### src/rtl/halt_wake_pkg.sv
// Package: constants and types for the halt and wake clock control
package halt_wake_pkg;

	// Halt mode select encodings
	localparam logic [1:0] MODE_IDLE_ALL   = 2'b00;       // idle_all_clocks_off
	localparam logic [1:0] MODE_IDLE_TIMER = 2'b01;       // idle_timer_alive
	localparam logic [1:0] MODE_STOP       = 2'b10;
	localparam logic [1:0] MODE_RUN        = 2'b11;

	// Configuration reset values
	localparam logic [1:0] HALT_MODE_RESET  = MODE_RUN;
	localparam logic       RSTOUT_DIS_RESET = 1'b0;       // mode_control_reg bit D3
	localparam int         RSTOUT_DIS_BIT   = 3;

	// Start addresses
	localparam logic [15:0] ADDR_RESET = 16'h0000;
	localparam logic [15:0] ADDR_NMI   = 16'h0066;

	// Timing: one T state is one system clock
	localparam int CLK_PERIOD_PS    = 25_000;
	localparam int T4_INDEX         = 3;                  // T1..T4 counted 0..3
	localparam int DUMMY_T_STATES   = 2;
	localparam int RST_MIN_NO_DRIVE = 3;                  // reset output disabled
	localparam int RST_MIN_DRIVE    = 2;                  // reset output enabled
	localparam int RST_STRETCH      = 16;
	// Warm-up of 2^14 + 2.5 clock periods, held in half periods
	localparam int WARM_HALF_PERIODS = 2 * 16384 + 5;
	localparam int WARM_CYCLES       = (WARM_HALF_PERIODS + 1) / 2;  // rounded up

	// Clock enables driven to the gating cells
	typedef struct packed {
		logic osc;      // on-chip oscillator running
		logic clk_out;  // clock_output_pin enable
		logic timer;    // counter_timer_unit clock
		logic sys;      // internal system clock to CPU and peripherals
	} clk_en_s;

	// Configuration held in system control registers
	typedef struct packed {
		logic [1:0] halt_mode;
		logic       rstout_dis;
	} cfg_s;

endpackage

### src/rtl/halt_wake_ctrl.sv
// Halt mode entry, wake-up sequencing, warm-up and reset stretching
`timescale 1ns/1ps
`default_nettype none
module halt_wake_ctrl
	import halt_wake_pkg::*;
#(
	parameter int WARMUP_CYCLES = WARM_CYCLES,
	parameter int WARM_W        = 15
) (
	// System clock and power-on reset
	input  wire logic        CLK_SYS,
	input  wire logic        RESET,
	// Asynchronous pins
	input  wire logic        NMI_N,
	input  wire logic        INT_N,
	input  wire logic        RESET_PIN_N_IN,
	// Open-drain reset pin drive
	output var  logic        RESET_PIN_OUT,
	output var  logic        RESET_PIN_OE_N,
	// CPU side
	input  wire logic        HALT_FETCH,
	input  wire logic        CFG_WR,
	input  wire cfg_s        CFG_IN,
	output var  cfg_s        CFG,
	output var  logic        CPU_RESET,
	output var  logic        HALTED,
	output var  logic        START_FETCH,
	output var  logic        SERVICE_NMI,
	output var  logic        SERVICE_INT,
	output var  logic [15:0] START_ADDR,
	// Clock gating enables
	output var  clk_en_s     CLK_EN
);
	// ----------------------------------------------------------------
	// State and storage
	// ----------------------------------------------------------------
	typedef enum logic [6:0] {
		S_RUN    = 7'b000_0001,
		S_LOOP   = 7'b000_0010,
		S_IDLE   = 7'b000_0100,
		S_STOP   = 7'b000_1000,
		S_WARM   = 7'b001_0000,
		S_NOP    = 7'b010_0000,
		S_RST    = 7'b100_0000
	} state_e;

	localparam logic [WARM_W-1:0] WARM_LOAD = WARM_W'(WARMUP_CYCLES - 1);
	localparam logic [4:0]        STRETCH   = 5'(RST_STRETCH);
	localparam logic [1:0]        T4        = 2'(T4_INDEX);
	localparam logic [1:0]        DUMMY_END = 2'(DUMMY_T_STATES - 1);

	state_e            state;
	state_e            next_state;
	logic [1:0]        t_cnt;
	logic [1:0]        dummy_cnt;
	logic              in_dummy;
	logic [WARM_W-1:0] warm_cnt;
	logic [1:0]        low_cnt;
	logic [4:0]        stretch_cnt;
	logic              nmi_pend;
	logic              nmi_prev;
	logic [2:0]        pins;

	// ----------------------------------------------------------------
	// Synchronisers
	// ----------------------------------------------------------------
	// Three pins through one filtered synchroniser bank
	sync_three #(.WIDTH(3), .INIT(32'h0000_0007)) u_sync (
		.clk      (CLK_SYS),
		.rst      (RESET),
		.async_in ({NMI_N, INT_N, RESET_PIN_N_IN}),
		.sync_out (pins)
	);
	wire nmi_n_s = pins[2];
	wire int_n_s = pins[1];
	wire rst_n_s = pins[0];

	// ----------------------------------------------------------------
	// Reset acceptance and stretching
	// ----------------------------------------------------------------
	// Driven pin reads back low, so stretching only starts on a fresh acceptance
	wire [1:0] low_need    = CFG.rstout_dis ? 2'(RST_MIN_NO_DRIVE - 1)
	                                        : 2'(RST_MIN_DRIVE - 1);
	wire       rst_accept  = !rst_n_s && (low_cnt >= low_need);
	wire       stretching  = stretch_cnt != 5'h00;
	wire       start_str   = rst_accept && !stretching && !CPU_RESET && !CFG.rstout_dis;
	wire       hold_reset  = rst_accept || stretching;

	always_ff @(posedge CLK_SYS) begin
		if (RESET) begin
			low_cnt     <= 2'b00;
			stretch_cnt <= 5'h00;
		end else begin
			low_cnt     <= rst_n_s ? 2'b00 : (low_cnt == 2'b11 ? low_cnt : low_cnt + 2'b01);
			stretch_cnt <= start_str ? STRETCH : (stretching ? stretch_cnt - 5'h01 : 5'h00);
		end
	end

	// Configuration registers: defaults on either reset
	always_ff @(posedge CLK_SYS) begin
		if (RESET) begin
			CFG <= '{halt_mode: HALT_MODE_RESET, rstout_dis: RSTOUT_DIS_RESET};
		end else if (hold_reset) begin
			CFG <= '{halt_mode: HALT_MODE_RESET, rstout_dis: RSTOUT_DIS_RESET};
		end else if (CFG_WR) begin
			CFG <= CFG_IN;
		end
	end

	// ----------------------------------------------------------------
	// Interrupt sampling
	// ----------------------------------------------------------------
	// NMI is edge latched and has no mask; a new edge beats the service clear
	wire nmi_edge   = nmi_prev && !nmi_n_s;
	wire at_t4      = (state == S_LOOP || state == S_NOP) && t_cnt == T4;
	wire take_nmi   = at_t4 && nmi_pend;
	wire take_int   = at_t4 && !nmi_pend && !int_n_s;
	wire accepted   = take_nmi || take_int;
	wire wake_req   = nmi_pend || !int_n_s;
	wire halt_again = (CFG.halt_mode == MODE_STOP) ? 1'b1 : 1'b0;

	always_ff @(posedge CLK_SYS) begin
		if (RESET) begin
			nmi_prev <= 1'b1;
			nmi_pend <= 1'b0;
		end else begin
			nmi_prev <= nmi_n_s;
			nmi_pend <= nmi_edge || (nmi_pend && !take_nmi && !hold_reset);
		end
	end

	// ----------------------------------------------------------------
	// Halt state machine
	// ----------------------------------------------------------------
	// Next state from halt entry, wake requests and reset
	always_comb begin
		next_state = state;
		case (state)
			S_RUN: begin
				if (HALT_FETCH) begin
					if (CFG.halt_mode == MODE_RUN) next_state = S_LOOP;
					else if (halt_again) next_state = S_STOP;
					else next_state = S_IDLE;
				end
			end
			S_LOOP: begin
				if (accepted) next_state = S_RUN;
			end
			S_IDLE: begin
				if (wake_req) next_state = S_NOP;
			end
			S_STOP: begin
				if (wake_req) next_state = S_WARM;
			end
			S_WARM: begin
				if (warm_cnt == '0) next_state = S_NOP;
			end
			S_NOP: begin
				if (accepted) next_state = S_RUN;
				else if (t_cnt == T4) next_state = halt_again ? S_STOP : S_IDLE;
			end
			S_RST: begin
				if (in_dummy && dummy_cnt == DUMMY_END) next_state = S_RUN;
			end
			default: next_state = S_RUN;
		endcase
		if (hold_reset) next_state = S_RST;
	end

	// State, T-state counter and warm-up counter
	always_ff @(posedge CLK_SYS) begin
		if (RESET) begin
			state    <= S_RST;
			t_cnt    <= 2'b00;
			warm_cnt <= '0;
		end else begin
			state    <= next_state;
			t_cnt    <= (next_state == state && (state == S_LOOP || state == S_NOP)) ? t_cnt + 2'b01 : 2'b00;
			warm_cnt <= (state == S_STOP) ? WARM_LOAD : (warm_cnt == '0 ? warm_cnt : warm_cnt - 1'b1);
		end
	end

	// Dummy T states after reset release; no warm-up on this path
	always_ff @(posedge CLK_SYS) begin
		if (RESET) begin
			in_dummy  <= 1'b0;
			dummy_cnt <= 2'b00;
		end else begin
			in_dummy  <= (state == S_RST) && !hold_reset && !(in_dummy && dummy_cnt == DUMMY_END);
			dummy_cnt <= in_dummy ? dummy_cnt + 2'b01 : 2'b00;
		end
	end

	// ----------------------------------------------------------------
	// Registered outputs
	// ----------------------------------------------------------------
	// Enables change only on clock edges, so gated clocks get whole pulses
	wire idle_timer = (state == S_IDLE) && CFG.halt_mode == MODE_IDLE_TIMER;
	clk_en_s next_en;
	assign next_en.osc     = next_state != S_STOP;
	assign next_en.sys     = !(next_state inside {S_IDLE, S_STOP, S_WARM});
	assign next_en.clk_out = next_en.sys || (next_state == S_IDLE && CFG.halt_mode == MODE_IDLE_TIMER);
	assign next_en.timer   = next_en.clk_out;

	wire next_start = (state == S_RST) && next_state == S_RUN;

	always_ff @(posedge CLK_SYS) begin
		if (RESET) begin
			CLK_EN         <= '{osc: 1'b1, clk_out: 1'b1, timer: 1'b1, sys: 1'b1};
			CPU_RESET      <= 1'b1;
			HALTED         <= 1'b0;
			START_FETCH    <= 1'b0;
			SERVICE_NMI    <= 1'b0;
			SERVICE_INT    <= 1'b0;
			START_ADDR     <= ADDR_RESET;
			RESET_PIN_OUT  <= 1'b0;
			RESET_PIN_OE_N <= 1'b1;
		end else begin
			CLK_EN         <= next_en;
			CPU_RESET      <= next_state == S_RST && !(state == S_RST && !hold_reset);
			HALTED         <= !(next_state inside {S_RUN, S_RST});
			START_FETCH    <= next_start || accepted;
			SERVICE_NMI    <= take_nmi;
			SERVICE_INT    <= take_int;
			START_ADDR     <= take_nmi ? ADDR_NMI : ADDR_RESET;
			RESET_PIN_OUT  <= 1'b0;
			RESET_PIN_OE_N <= !(start_str || (stretching && stretch_cnt != 5'h01));
		end
	end
endmodule
`default_nettype wire

### src/rtl/sync_three.sv
// Three-stage synchroniser with agreement filter for asynchronous pins
`timescale 1ns/1ps
`default_nettype none
module sync_three
	import halt_wake_pkg::*;
#(
	parameter int       WIDTH = 1,
	parameter bit [31:0] INIT = '1
) (
	// Clock and reset
	input  wire logic             clk,
	input  wire logic             rst,
	// Asynchronous in, filtered out
	input  wire logic [WIDTH-1:0] async_in,
	output var  logic [WIDTH-1:0] sync_out
);
	logic [WIDTH-1:0] st1;
	logic [WIDTH-1:0] st2;
	logic [WIDTH-1:0] st3;
	wire  [WIDTH-1:0] agree = ~(st2 ^ st3);

	// Stage one feeds only stage two; a change counts when two and three agree
	always_ff @(posedge clk) begin
		if (rst) begin
			st1      <= INIT[WIDTH-1:0];
			st2      <= INIT[WIDTH-1:0];
			st3      <= INIT[WIDTH-1:0];
			sync_out <= INIT[WIDTH-1:0];
		end else begin
			st1      <= async_in;
			st2      <= st1;
			st3      <= st2;
			sync_out <= (agree & st3) | (~agree & sync_out);
		end
	end
endmodule
`default_nettype wire

### config.mk
export PLATFORM = sky130hd
export DESIGN_NAME = halt_wake_ctrl
export DESIGN_NICKNAME = d
export VERILOG_FILES = /design/src/rtl/halt_wake_pkg.sv /design/src/rtl/halt_wake_ctrl.sv /design/src/rtl/sync_three.sv
export SDC_FILE = /design/constraint.sdc
export NUM_CORES = 1
export LEC_CHECK = 0
export ABC_AREA = 1
export BUFFER_PORTS_ARGS = -buffer_cell sky130_fd_sc_hd__buf_2
export CAP_MARGIN = 20
export CORE_ASPECT_RATIO = 0.6
export CORE_MARGIN = 8
export CORE_UTILIZATION = 40
export CTS_BUF_LIST = sky130_fd_sc_hd__clkbuf_2
export CTS_CLUSTER_SIZE = 30
export DETAILED_ROUTE_END_ITERATION = 8
export HOLD_SLACK_MARGIN = 0.12
export SYNTH_ARGS = -nofsm -noshare
export SYNTH_HDL_FRONTEND = slang
export SYNTH_HIERARCHICAL = 1
export SYNTH_SLANG_ARGS = --single-unit
### constraint.sdc
create_clock -name CLK_SYS -period 1.6 [get_ports CLK_SYS]
set_clock_uncertainty 0.05 [all_clocks]
set_input_delay 0.16 -clock CLK_SYS [delete_from_list [all_inputs] [get_ports CLK_SYS]]
set_output_delay 0.16 -clock CLK_SYS [all_outputs]
set_load 0.01 [all_outputs]
# After elaboration in Yosys (flattened, before gate mapping)
# Index checks and enable logic that the tools add are counted.
# totals
elab_cells	134
latch_bits	0
output_inout_bits	30
mem_count	0
ff_bits	76
mem_bits_ro	0
mem_bits_rw	0
input_bits	10
# classes
n_lt_le_gt_ge	1
n_eq_ne	22
shift	0
add_sub_neg	5
mul	0
div_mod_pow	0
n_bitwise	9
n_reduce_logical	51
n_mux	19
# ops
op	n
2-to-1 mux 7 bit	10
one-hot mux 7 bit (7 select lines)	1
2-to-1 mux 15 bit	2
logical AND 1 bit	19
logical NOT 15 bit	1
subtractor 15 x 1 -> 15 bit, second input constant	1
equality test 7 x 1 -> 1 bit, second input constant	2
equality test 7 x 3 -> 1 bit, second input constant	2
equality test 7 x 4 -> 1 bit, second input constant	2
equality test 7 x 5 -> 1 bit, second input constant	2
equality test 7 bit, second input constant	2
logical NOT 1 bit	14
2-to-1 mux 5 bit	2
OR reduction 2 bit	5
equality test 2 bit, second input constant	4
logical OR 1 bit	8
2-to-1 mux 4 bit	2
equality test 7 x 2 -> 1 bit, second input constant	1
equality test 7 x 6 -> 1 bit, second input constant	1
equality test 7 bit	1
inequality test 7 x 4 -> 1 bit, second input constant	1
adder 2 x 1 -> 2 bit, second input constant	3
AND 3 bit	2
NOT 3 bit	2
14 further kinds	17

# Longest topological paths before layout
# Gate-level depths: netlist of run 1.
# depth
depth_word	13
depth_mapped	14
depth_no_buf	14

# Modules after synthesis
# The synthesis of run 1 kept the hierarchy.
# by_module_without_submodules
module	cells_each	instances	seq_area_each_um2	area_per_inst_um2
halt_wake_ctrl	358	1	960.9	2519.9
sync_three	46	1	240.2	397.9

# Least setup slack after synthesis of run 1
# OpenSTA, ideal clock, no wires.
# synth_timing
path_kind	reg-to-reg
startpoint	register CFG[0] (netlist name)
endpoint	register t_cnt[0]
synth_period_minus_slack_ns	1.765
stages_incl_launch_ff	14
slack_ns	-0.165
setup_time_ns	0.064
required_time_ns	1.486
t_arrival_ns	1.651
path_buffers	0
path_cell_list	dfxtp_1 > inv_1 > ha_1 > o21ai_0 > nand2_1 > nand2_1 > nand2_1 > a21oi_4 > nand2_2 > nand2_1 > nand2_1 > nor2_2 > nand2_1 > nor2_1
# synth_via
elab_chain_len	9
# synth_lines
element	line	rtl
start: declaration	halt_wake_ctrl.sv:24	output var cfg_s CFG,
start signal: assignment	halt_wake_ctrl.sv:102	CFG <= '{halt_mode: HALT_MODE_RESET, rstout_dis: RSTOUT_DIS_RESET};
start signal: assignment	halt_wake_ctrl.sv:104	CFG <= '{halt_mode: HALT_MODE_RESET, rstout_dis: RSTOUT_DIS_RESET};
2-to-1 mux 2 bit	halt_wake_ctrl.sv:82	wire [1:0] low_need = CFG.rstout_dis ? 2'(RST_MIN_NO_DRIVE - 1)
greater-or-equal comparator 2 bit	halt_wake_ctrl.sv:84	wire rst_accept = !rst_n_s && (low_cnt >= low_need);
logical AND 1 bit	halt_wake_ctrl.sv:84	
logical OR 1 bit	halt_wake_ctrl.sv:87	wire hold_reset = rst_accept || stretching;
2-to-1 mux 7 bit	halt_wake_ctrl.sv:167	if (hold_reset) next_state = S_RST;
equality test 7 bit	halt_wake_ctrl.sv:178	t_cnt <= (next_state == state && (state == S_LOOP || state == S_NOP)) ? t_cnt + 2'b01 : 2'b00;
logical AND 1 bit	halt_wake_ctrl.sv:178	
NOT 1 bit (no line)	--	
OR reduction 2 bit (no line)	--	
end signal: assignment	halt_wake_ctrl.sv:178	
end: declaration	halt_wake_ctrl.sv:54	logic [1:0] t_cnt;
# Every way passes these cells.
# A chain may end at the register's enable or synchronous reset.

# Worst setup path after layout of run 1
# layout_timing
startpoint	register state[5]
endpoint	register CLK_EN[1] (netlist name)
# layout_via
elab_chain_len	13
elab_cells_between_ends	30
cone_classes	eq/ne: 10; mux: 10; reduce/logical: 10
# layout_lines
element	line	rtl
start: declaration	halt_wake_ctrl.sv:52	state_e state;
start signal: assignment	halt_wake_ctrl.sv:177	state <= next_state;
equality test 7 x 2 -> 1 bit or equality test 7 x 6 -> 1 bit (tied branches)	halt_wake_ctrl.sv:115, halt_wake_ctrl.sv:138	
logical OR 1 bit	halt_wake_ctrl.sv:115	wire at_t4 = (state == S_LOOP || state == S_NOP) && t_cnt == T4;
logical AND 1 bit	halt_wake_ctrl.sv:115	
logical AND 1 bit (2 in a row)	halt_wake_ctrl.sv:117	wire take_int = at_t4 && !nmi_pend && !int_n_s;
logical OR 1 bit	halt_wake_ctrl.sv:118	wire accepted = take_nmi || take_int;
2-to-1 mux 7 bit (on tied branches)	halt_wake_ctrl.sv:159, halt_wake_ctrl.sv:147	
one-hot mux 7 bit (7 select lines) *	halt_wake_ctrl.sv:138	case (state)
2-to-1 mux 7 bit *	halt_wake_ctrl.sv:167	
equality test 7 x 3 -> 1 bit (tied with other cells)	halt_wake_ctrl.sv:201, halt_wake_ctrl.sv:202	
nonzero test 3 bit	halt_wake_ctrl.sv:201	assign next_en.sys = !(next_state inside {S_IDLE, S_STOP, S_WARM});
logical NOT 1 bit	halt_wake_ctrl.sv:201	
logical OR 1 bit *	halt_wake_ctrl.sv:202	assign next_en.clk_out = next_en.sys || (next_state == S_IDLE && CFG.halt_mode == MODE_IDLE_TIMER);
end signal: assignment	halt_wake_ctrl.sv:209	CLK_EN <= '{osc: 1'b1, clk_out: 1'b1, timer: 1'b1, sys: 1'b1};
end signal: assignment	halt_wake_ctrl.sv:219	CLK_EN <= next_en;
end: declaration	halt_wake_ctrl.sv:32	output var clk_en_s CLK_EN
# Mark *: on every way between the ends. The rest lies on a longest branch, timed or not.

==> run summary, run 1 <==
In this run the worst setup path begins at state[5]. Sorting the synthesized cells by how often they occur yields 91 x sky130_fd_sc_hd__nand2_1, 60 x sky130_fd_sc_hd__dfxtp_1, 57 x sky130_fd_sc_hd__inv_1, 52 x sky130_fd_sc_hd__nor2_1, 19 x sky130_fd_sc_hd__nand3_1. After detailed routing, the average wire length per cell comes to 12.3 µm. Setup repair after global routing could not meet its margin everywhere. After synthesis, the cell types taking the most area are sky130_fd_sc_hd__dfxtp_1 41%, sky130_fd_sc_hd__nand2_1 12%, sky130_fd_sc_hd__inv_1 7.3%, sky130_fd_sc_hd__nor2_1 6.7%, sky130_fd_sc_hd__buf_4 4.6%. The number of inserted diodes came out at 0. Data arrives at the worst endpoint at 2130 ps. The total overflow left after global routing is 0. Each instance of the synthesized netlist takes up on average 7.22 µm². The number of global-route vias before repair is 2,718.

The synthesized design contains 0 enable-type register cells. The initial antenna violation count is 0. The setup violation total in the final timing report is 8.

The number of warning messages in the yosys log came out at 6. The H-tree depth reported by CTS came out at 3. After detailed routing, the number of vias per cell comes to 4.62.

The number of flip-flops and latches in the synthesized netlist came out at 60. For this block, the initial DRC count from the detailed router was 138. The final core utilization is 0.562. After the flow finishes, the layout carries non-filler instances totaling 607. The terminating pin of the worst hold path is u_sync/st2[0]. The worst hold slack across all endpoints is 381 ps. The reg2reg setup slack came out at -130 ps. The tightest min-delay check is of the reg -> reg type.

The first global-routing pass estimated 12,400 µm of wire. The worst slack at placement is -179 ps. In the post-route analysis, the smallest setup slack over all paths is -130 ps. The sum of negative setup slack is -606 ps. The DRC violation count after routing is 0.

The number of maximum-capacitance violations came out at 0. The number of nets still failing antenna checks after routing came out at 0. The startpoint identified for the worst register-to-register timing path is state[5].

The width of the die came out at 126 µm. In the final design database the tool counted 530 nets. Clock-pin slew was measured on the worst setup and hold paths at 170 ps.

In the global route stage, overall resource usage came out at 0.154. In the final layout, the share of cells above drive strength 1 is 0.351. The final reports fail on setup timing. The most used flip-flop cell after synthesis is sky130_fd_sc_hd__dfxtp_1. For this run, the slowest stage of the critical path takes 410 ps. Among all stages on the critical path, the largest delay is contributed by sky130_fd_sc_hd__dfxtp_4. For this design, the sink count on the clock tree is 60.

The area of the core is 0.00718 mm². The starting utilization of the core area is 0.407. Measured along the y axis, the die boundary spans 82.2 µm.

The cell depth of the worst min-delay path came out at 1. In this run the clock root is driven by a sky130_fd_sc_hd__clkbuf_2. Of the available clock period, the critical path in the final layout requires 1.08. The run finished, with violations left.

No sink is reached through more buffers than the 2 on the longest clock path. Yosys mapped the design onto 36 distinct sky130hd cell types. The post-detailed-placement half-perimeter wirelength is 5380 µm. After detailed placement, the design holds a cell count of 568. The area of the mapped netlist is 0.00292 mm². TritonCTS built the clock tree. The fraction of registers with async set/reset is 0.

The sequential share of the synthesized area is 0.412. The detailed-route wire length came out at 7460 µm. The number of vias after detailed routing is 2,802.

The final critical-path required period came out at 1730 ps. The instance area at placement is 0.00349 mm². The worst path required time is 2000 ps. The leakage power of the design is 1.95 nW. Derived from the worst setup path, the maximum achievable clock frequency is 578 MHz. The total power divided by cell area is 1380 mW/mm². The power consumption came out at 5.56 mW. In this run the worst path has a maximum fanout of 5. The max-slew violation count is 0.

The maximum number of pins on one net before global-route repair came out at 27. Of the post-synthesis cell area, the dominant cell type holds 0.412. The synthesized instance count came out at 404. The worst ir drop on vdd is 0.000786 V. STA classifies the critical path startpoint as a flop. The floorplan row count came out at 24. The number of CTS-inserted buffers is 9. The number of top-level design ports came out at 40. Summed over all instances, the cell type with the most area after synthesis is sky130_fd_sc_hd__dfxtp_1.

The first detailed-routing pass ran for 4 iterations. The hold violation count in the final report is 0. The endpoint identified for the worst register-to-register timing path is CLK_EN[1]. By instance count, the leading cell after synthesis is sky130_fd_sc_hd__nand2_1. The critical path is of the reg -> reg type. The count of buffers added on input and output ports is 26. At the end of routability-driven placement, the weighted congestion stood at 0.931. The worst hold path begins at u_sync/st1[0].

Relative to the synthesized area, the layout overhead comes to 38.2%. The die outline area came out at 0.0104 mm². The signal on the critical path passes through nor2_4, nand2_2, nor3_4, buf_6, nand4_1, a21boi_1, nand2_1, nand2_1, nand3_1, nand3_1. The clock reaches the later pin of the worst-skew pair after 540 ps. The worst setup path is captured at a flop.

The worst-case reg-to-reg path depth is 10. The post-route cell area is 0.00403 mm².
==> critical path: cells and delay by family (launching register included) <==
family | cells | cell delay [ps]
AO/OA/AOI/OAI | 1 | 160
buffers and inverters | 1 | 140
flip-flops | 1 | 410
AND/OR/NAND/NOR | 8 | 870
==> logic make-up (layout without fill, tap and decap cells) <==
kind of cell             Yosys count  in the layout  synth area share
AO/OA/AOI/OAI                     32             32            0.0639
XOR/XNOR                           6              6            0.0180
adder cells (fa/ha/maj)            9              9            0.0386
buffers and inverters             83            183             0.133
flip-flops                        60             60             0.412
multiplexers                       1              1           0.00343
other                              1             13           0.00129
AND/OR/NAND/NOR                  212            212             0.331
==> area by class of cell <==
type | instances | area, µm²
fillers | 664 | 3140
multi-input cells | 273 | 1600
flip-flops and latches | 60 | 1220
repair buffers | 105 | 776
inverters | 62 | 239
well taps | 91 | 114
clock buffers | 11 | 55.1
clock inverters | 5 | 28.8
==> report_power, final <==
| group | internal, mW | switching, mW |
|---|---|---|
| clock network | 0.206 | 0.570 |
| logic | 1.36 | 1.53 |
| registers | 1.74 | 0.162 |
==> per-layer routing <==
metal,wire [µm],vias to the layer above,GRT usage
met1,3620,1264,0.188
met2,3270,61,0.242
li1,-,1463,-
met3,427,14,0.0558
met5,0,-,0
met4,148,0,0.0727
==> worst max path at each step <==
stage	end	slack, ps	depth (start not counted)
6_report	CLK_EN[1]	-130	10
5_1_grt	t_cnt[1]	-220	12
4_1_cts	t_cnt[1]	-110	12
3_5_place_dp	t_cnt[1]	-180	12
3_3_place_gp	t_cnt[0]	-140	12
2_1_floorplan	t_cnt[0]	3	13
==> sequential cells by signal, summed over array words and instances (netlist names), 3 cells and up, named ones only <==
name and count:
CFG 3, CLK_EN 3, state 7, stretch_cnt 5, u_sync/st1 3, u_sync/st2 3
u_sync/st3 3, warm_cnt 15
==> placed cells by master (no fill, tap or decap), types with 4 or more instances in the layout <==
master / Yosys / layout
sky130_fd_sc_hd__buf_6: 1 / 4
sky130_fd_sc_hd__dfxtp_1: 60 / 49
sky130_fd_sc_hd__dfxtp_2: 0 / 8
sky130_fd_sc_hd__nor2_1: 52 / 43
sky130_fd_sc_hd__buf_2: 0 / 26
sky130_fd_sc_hd__xnor2_1: 4 / 4
sky130_fd_sc_hd__buf_4: 18 / 60
sky130_fd_sc_hd__inv_2: 3 / 8
sky130_fd_sc_hd__o21ai_1: 1 / 4
sky130_fd_sc_hd__inv_1: 57 / 50
sky130_fd_sc_hd__dlygate4sd3_1: 0 / 15
sky130_fd_sc_hd__nand2_1: 91 / 79
sky130_fd_sc_hd__or2_1: 7 / 7
sky130_fd_sc_hd__ha_1: 9 / 6
sky130_fd_sc_hd__clkbuf_2: 0 / 11
sky130_fd_sc_hd__a21oi_2: 0 / 5
sky130_fd_sc_hd__a21oi_1: 16 / 11
sky130_fd_sc_hd__nand4_1: 12 / 12
sky130_fd_sc_hd__nor2_2: 5 / 9
sky130_fd_sc_hd__nor3_4: 1 / 4
sky130_fd_sc_hd__conb_1: 1 / 13
sky130_fd_sc_hd__nor3_1: 10 / 6
sky130_fd_sc_hd__nand3_1: 19 / 17
sky130_fd_sc_hd__o21ai_0: 8 / 4
sky130_fd_sc_hd__nor2_4: 2 / 7
sky130_fd_sc_hd__nand2_2: 4 / 13
==> timing repair <==
item	CTS	global route
resized for setup	40	38
pin swaps	13	20
endpoints found under the setup margin	20	32
setup buffers	6	2
endpoints found under the hold margin	38	0
hold buffers	15	0
Note: power is estimated with default switching activity, not from simulation.
==> inputs of run 2 (changes only) <==
--- a/config.mk
+++ b/config.mk
@@ -15,7 +15,9 @@
 export CTS_CLUSTER_SIZE = 30
 export DETAILED_ROUTE_END_ITERATION = 8
 export HOLD_SLACK_MARGIN = 0.12
+export SLEW_MARGIN = 25
 export SYNTH_ARGS = -nofsm -noshare
 export SYNTH_HDL_FRONTEND = slang
 export SYNTH_HIERARCHICAL = 1
 export SYNTH_SLANG_ARGS = --single-unit
+export TNS_END_PERCENT = 1
==> run 2 against run 1 <==
  * The run still ends with setup timing left
  * Final cell count is 0.49% higher
  * Utilization is 0.26 points lower
  * Sequential power hardly changed
  * Critical path depth is 2 higher
  * Non-clock buffer count is 3 higher
  * Critical path type unchanged
==> run summary, run 2 (synthesis gave the netlist of run 1 again) <==
The maximum number of pins on one net before global-route repair is 27 (unchanged). The final-stage net count is 533 (was 530). The post-detailed-placement half-perimeter wirelength came out at 5350 µm (was 5380 µm).

The flip-flop count of the largest register, all copies and words added came out at 15 (unchanged). The via density per instance is 4.61 (was 4.62). The hold path startpoint is INT_N (was u_sync/st1[0]). The DRC violation count after routing came out at 0 (unchanged). The max-slew violation count is 0 (unchanged).

The number of global-route vias before repair is 2,777 (was 2,718). The floorplan die height is 82.2 µm (unchanged). The number of top-level design ports is 40 (unchanged). The global placer's final weighted congestion is 0.880 (was 0.931). The final critical-path share of the clock period was 1.14 (was 1.08). The met1 usage came out at 0.201 (was 0.188).

The hold violation count in the final report came to 0 (unchanged). The final critical-path required period came out at 1820 ps (was 1730 ps). The critical path endpoint category is a flop (unchanged). The met2 track demand over resource in global routing came out at 0.225 (was 0.242).

The remaining global-route overflow came out at 0 (unchanged). The number of inserted diodes is 0 (unchanged). The root cell of the clock tree is sky130_fd_sc_hd__clkbuf_2 (unchanged). The origin of the critical flop-to-flop path is state[4] (was state[5]).

The reg-to-reg critical path endpoint is t_cnt[1] (was CLK_EN[1]). The global routing usage on met3 was 0.0474 (was 0.0558). Unrepaired setup endpoints after global routing: yes (unchanged).

The number of DRC markers in iteration 0 came out at 194 (was 138). The most common cell after layout, fill and taps aside was sky130_fd_sc_hd__nand2_1 (unchanged). The number of vias after detailed routing came out at 2,810 (was 2,802). The final core utilization is 0.559 (was 0.562).

The number of iterations in the first detailed-routing pass is 5 (was 4). The number of maximum-capacitance violations came out at 0 (unchanged). The highest fanout seen on the critical path is 5 (unchanged). The total of buffers placed on input and output ports is 26 (unchanged). The switching power summed over all nets came to 2.16 mW (was 2.26 mW).

The worst ir drop on vdd was 0.000478 V (was 0.000786 V). The final worst-path setup slack is -222 ps (was -130 ps). The die outline area came out at 0.0104 mm² (unchanged). The maximum frequency from static timing analysis came to 549 MHz (was 578 MHz). The detailed-route wire length is 7330 µm (was 7460 µm). The leakage power of the design came to 1.98 nW (was 1.95 nW). The clock latency reported for the late side of the worst-skew pair is 490 ps (was 540 ps). The number of nets still failing antenna checks after routing was 0 (unchanged). The overall fraction of global-route tracks in use is 0.149 (was 0.154).

The share of total power in combinational logic is 0.499 (was 0.519). The relative contribution of the clock network to total power is 0.150 (was 0.140). The worst-case reg-to-reg path depth came out at 12 (was 10). The type of the worst min-delay path is in -> reg (was reg -> reg). Violated checks: setup timing (unchanged). The total power divided by cell area came out at 1340 mW/mm² (was 1380 mW/mm²). The width of the die was 126 µm (unchanged). The total instance count after detailed placement came to 570 (was 568).

The final standard cell count with taps included and fillers excluded is 610 (was 607). The routed wirelength normalized by instance count came out at 12.0 µm (was 12.3 µm). The setup violation total in the final timing report came out at 17 (was 8).

The first-pass GRT wire length is 12,300 µm (was 12,400 µm). The clock tree from TritonCTS is built (unchanged). The startpoint kind of the worst setup timing path was a flop (unchanged). The sequential fraction of design power is 0.351 (was 0.342). The clock slew at the register clock pins of the worst setup and hold paths is 180 ps (was 170 ps).

The reg2reg setup slack came to -220 ps (was -130 ps). The largest buffer count on any clock path is 2 (unchanged). The H-tree depth reported by CTS was 3 (unchanged). The floorplan row count is 24 (unchanged). The share of cells above drive strength 1 came out at 0.343 (was 0.351). The initial antenna violation count came out at 0 (unchanged). Leading cell types in the layout, fill and taps excluded: 82 x sky130_fd_sc_hd__nand2_1, 65 x sky130_fd_sc_hd__buf_4, 52 x sky130_fd_sc_hd__inv_1 (was 79 x sky130_fd_sc_hd__nand2_1, 60 x sky130_fd_sc_hd__buf_4, 50 x sky130_fd_sc_hd__inv_1). The cell depth of the worst min-delay path came out at 3 (was 1). The category of the critical setup timing path was reg -> reg (unchanged). The data arrival time of the critical path is 2190 ps (was 2130 ps). The starting utilization of the core area is 0.407 (unchanged). The worst path required time is 1960 ps (was 2000 ps). The total clock sinks is 60 (unchanged). The register name with the most flops is warm_cnt (unchanged). The area of the core is 0.00718 mm² (unchanged).

The synthesis-to-layout area growth was 37.6% (was 38.2%). The total internal power came to 3.23 mW (was 3.30 mW). Run status: finished, violations left (unchanged).

The terminating pin of the worst hold path is u_sync/st1[1] (was u_sync/st2[0]). The busiest layer in global routing is met2 (unchanged). The number of CTS-inserted buffers is 9 (unchanged).

The net switching fraction of the power was 0.401 (was 0.406). Largest registers: warm_cnt (15), state (7), stretch_cnt (5) (unchanged).
-- run 2: changes by cell type in the layout (fill, tap and decap cells not counted), sizes merged --
| cell | delta |
|---|---|
| buf | +5 |
| clkinvlp | +3 |
| clkbuf | -2 |
| clkinv | -2 |
| dlygate4sd3 | -2 |
| inv | +1 |
-- run 2: final cells by class --
type / instances / area, µm²
Timing Repair Buffer: 108 / 793
Sequential cell: 60 / 1220
Multi-Input combinational cell: 273 / 1540
Tap cell: 91 / 114
Clock buffer: 9 / 45.0
Fill cell: 642 / 3160
Clock inverter: 7 / 52.6
Inverter: 62 / 243
-- run 2: metal layers --
layer | share of wire | up-vias
met5 | 0 | -
met4 | 0.0089 | 0
met3 | 0.076 | 9
met2 | 0.40 | 91
met1 | 0.51 | 1245
li1 | - | 1465
-- run 2: what timing repair did --
action | in CTS | in global routing
endpoints found under the setup margin | 31 | 32
endpoints found under the hold margin | 31 | 0
buffers inserted | 5 | 6
hold buffers | 13 | 0
resized for setup | 32 | 32
pin swaps | 15 | 16
-- run 2: per-stage QoR --
step	setup TNS (ps)	worst slack (ps)	hold slack, ps	power, mW	cell area [µm²]
after global routing	-3860	-349	275	5.82	4010
after CTS	-902	-187	277	5.12	3880
after detailed placement	-2410	-300	289	4.06	3500
final	-1610	-222	332	5.39	4010
after global placement	-1290	-242	287	4.04	3500
after floorplan	-124	-62.1	187	3.19	2970
-- run 2: worst max-delay path: stages, from the launching register on --
cell and delay, ps:
sky130_fd_sc_hd__dfxtp_4 410, sky130_fd_sc_hd__inv_2 80, sky130_fd_sc_hd__nand2_2 70, sky130_fd_sc_hd__nor2_4 200
sky130_fd_sc_hd__nand2_2 120, sky130_fd_sc_hd__nand2_2 120, sky130_fd_sc_hd__nand3_4 110, sky130_fd_sc_hd__nand4_1 160
sky130_fd_sc_hd__nand2_1 90, sky130_fd_sc_hd__nor2_1 150, sky130_fd_sc_hd__nor2_2 60, sky130_fd_sc_hd__nand2_1 80
sky130_fd_sc_hd__nor2_1 50
-- run 2: power groups by stage --
stage          logic (mW)  clock network (mW)  registers (mW)
4_1_cts              2.38               0.850            1.88
3_5_place_dp         2.15                   0            1.91
6_report             2.69               0.808            1.89
2_1_floorplan        1.26                   0            1.93
3_3_place_gp         2.14                   0            1.90
5_1_grt              2.97               0.914            1.93
-- run 2: how the worst max path moves through the flow --
stage	end	slack [ps]	from
after floorplan	t_cnt[0]	-60	CFG[0]
after global placement	t_cnt[0]	-240	low_cnt[0]
final	t_cnt[1]	-220	state[4]
after global routing	t_cnt[0]	-350	stretch_cnt[0]
after CTS	t_cnt[1]	-190	state[4]
after detailed placement	t_cnt[1]	-300	low_cnt[0]
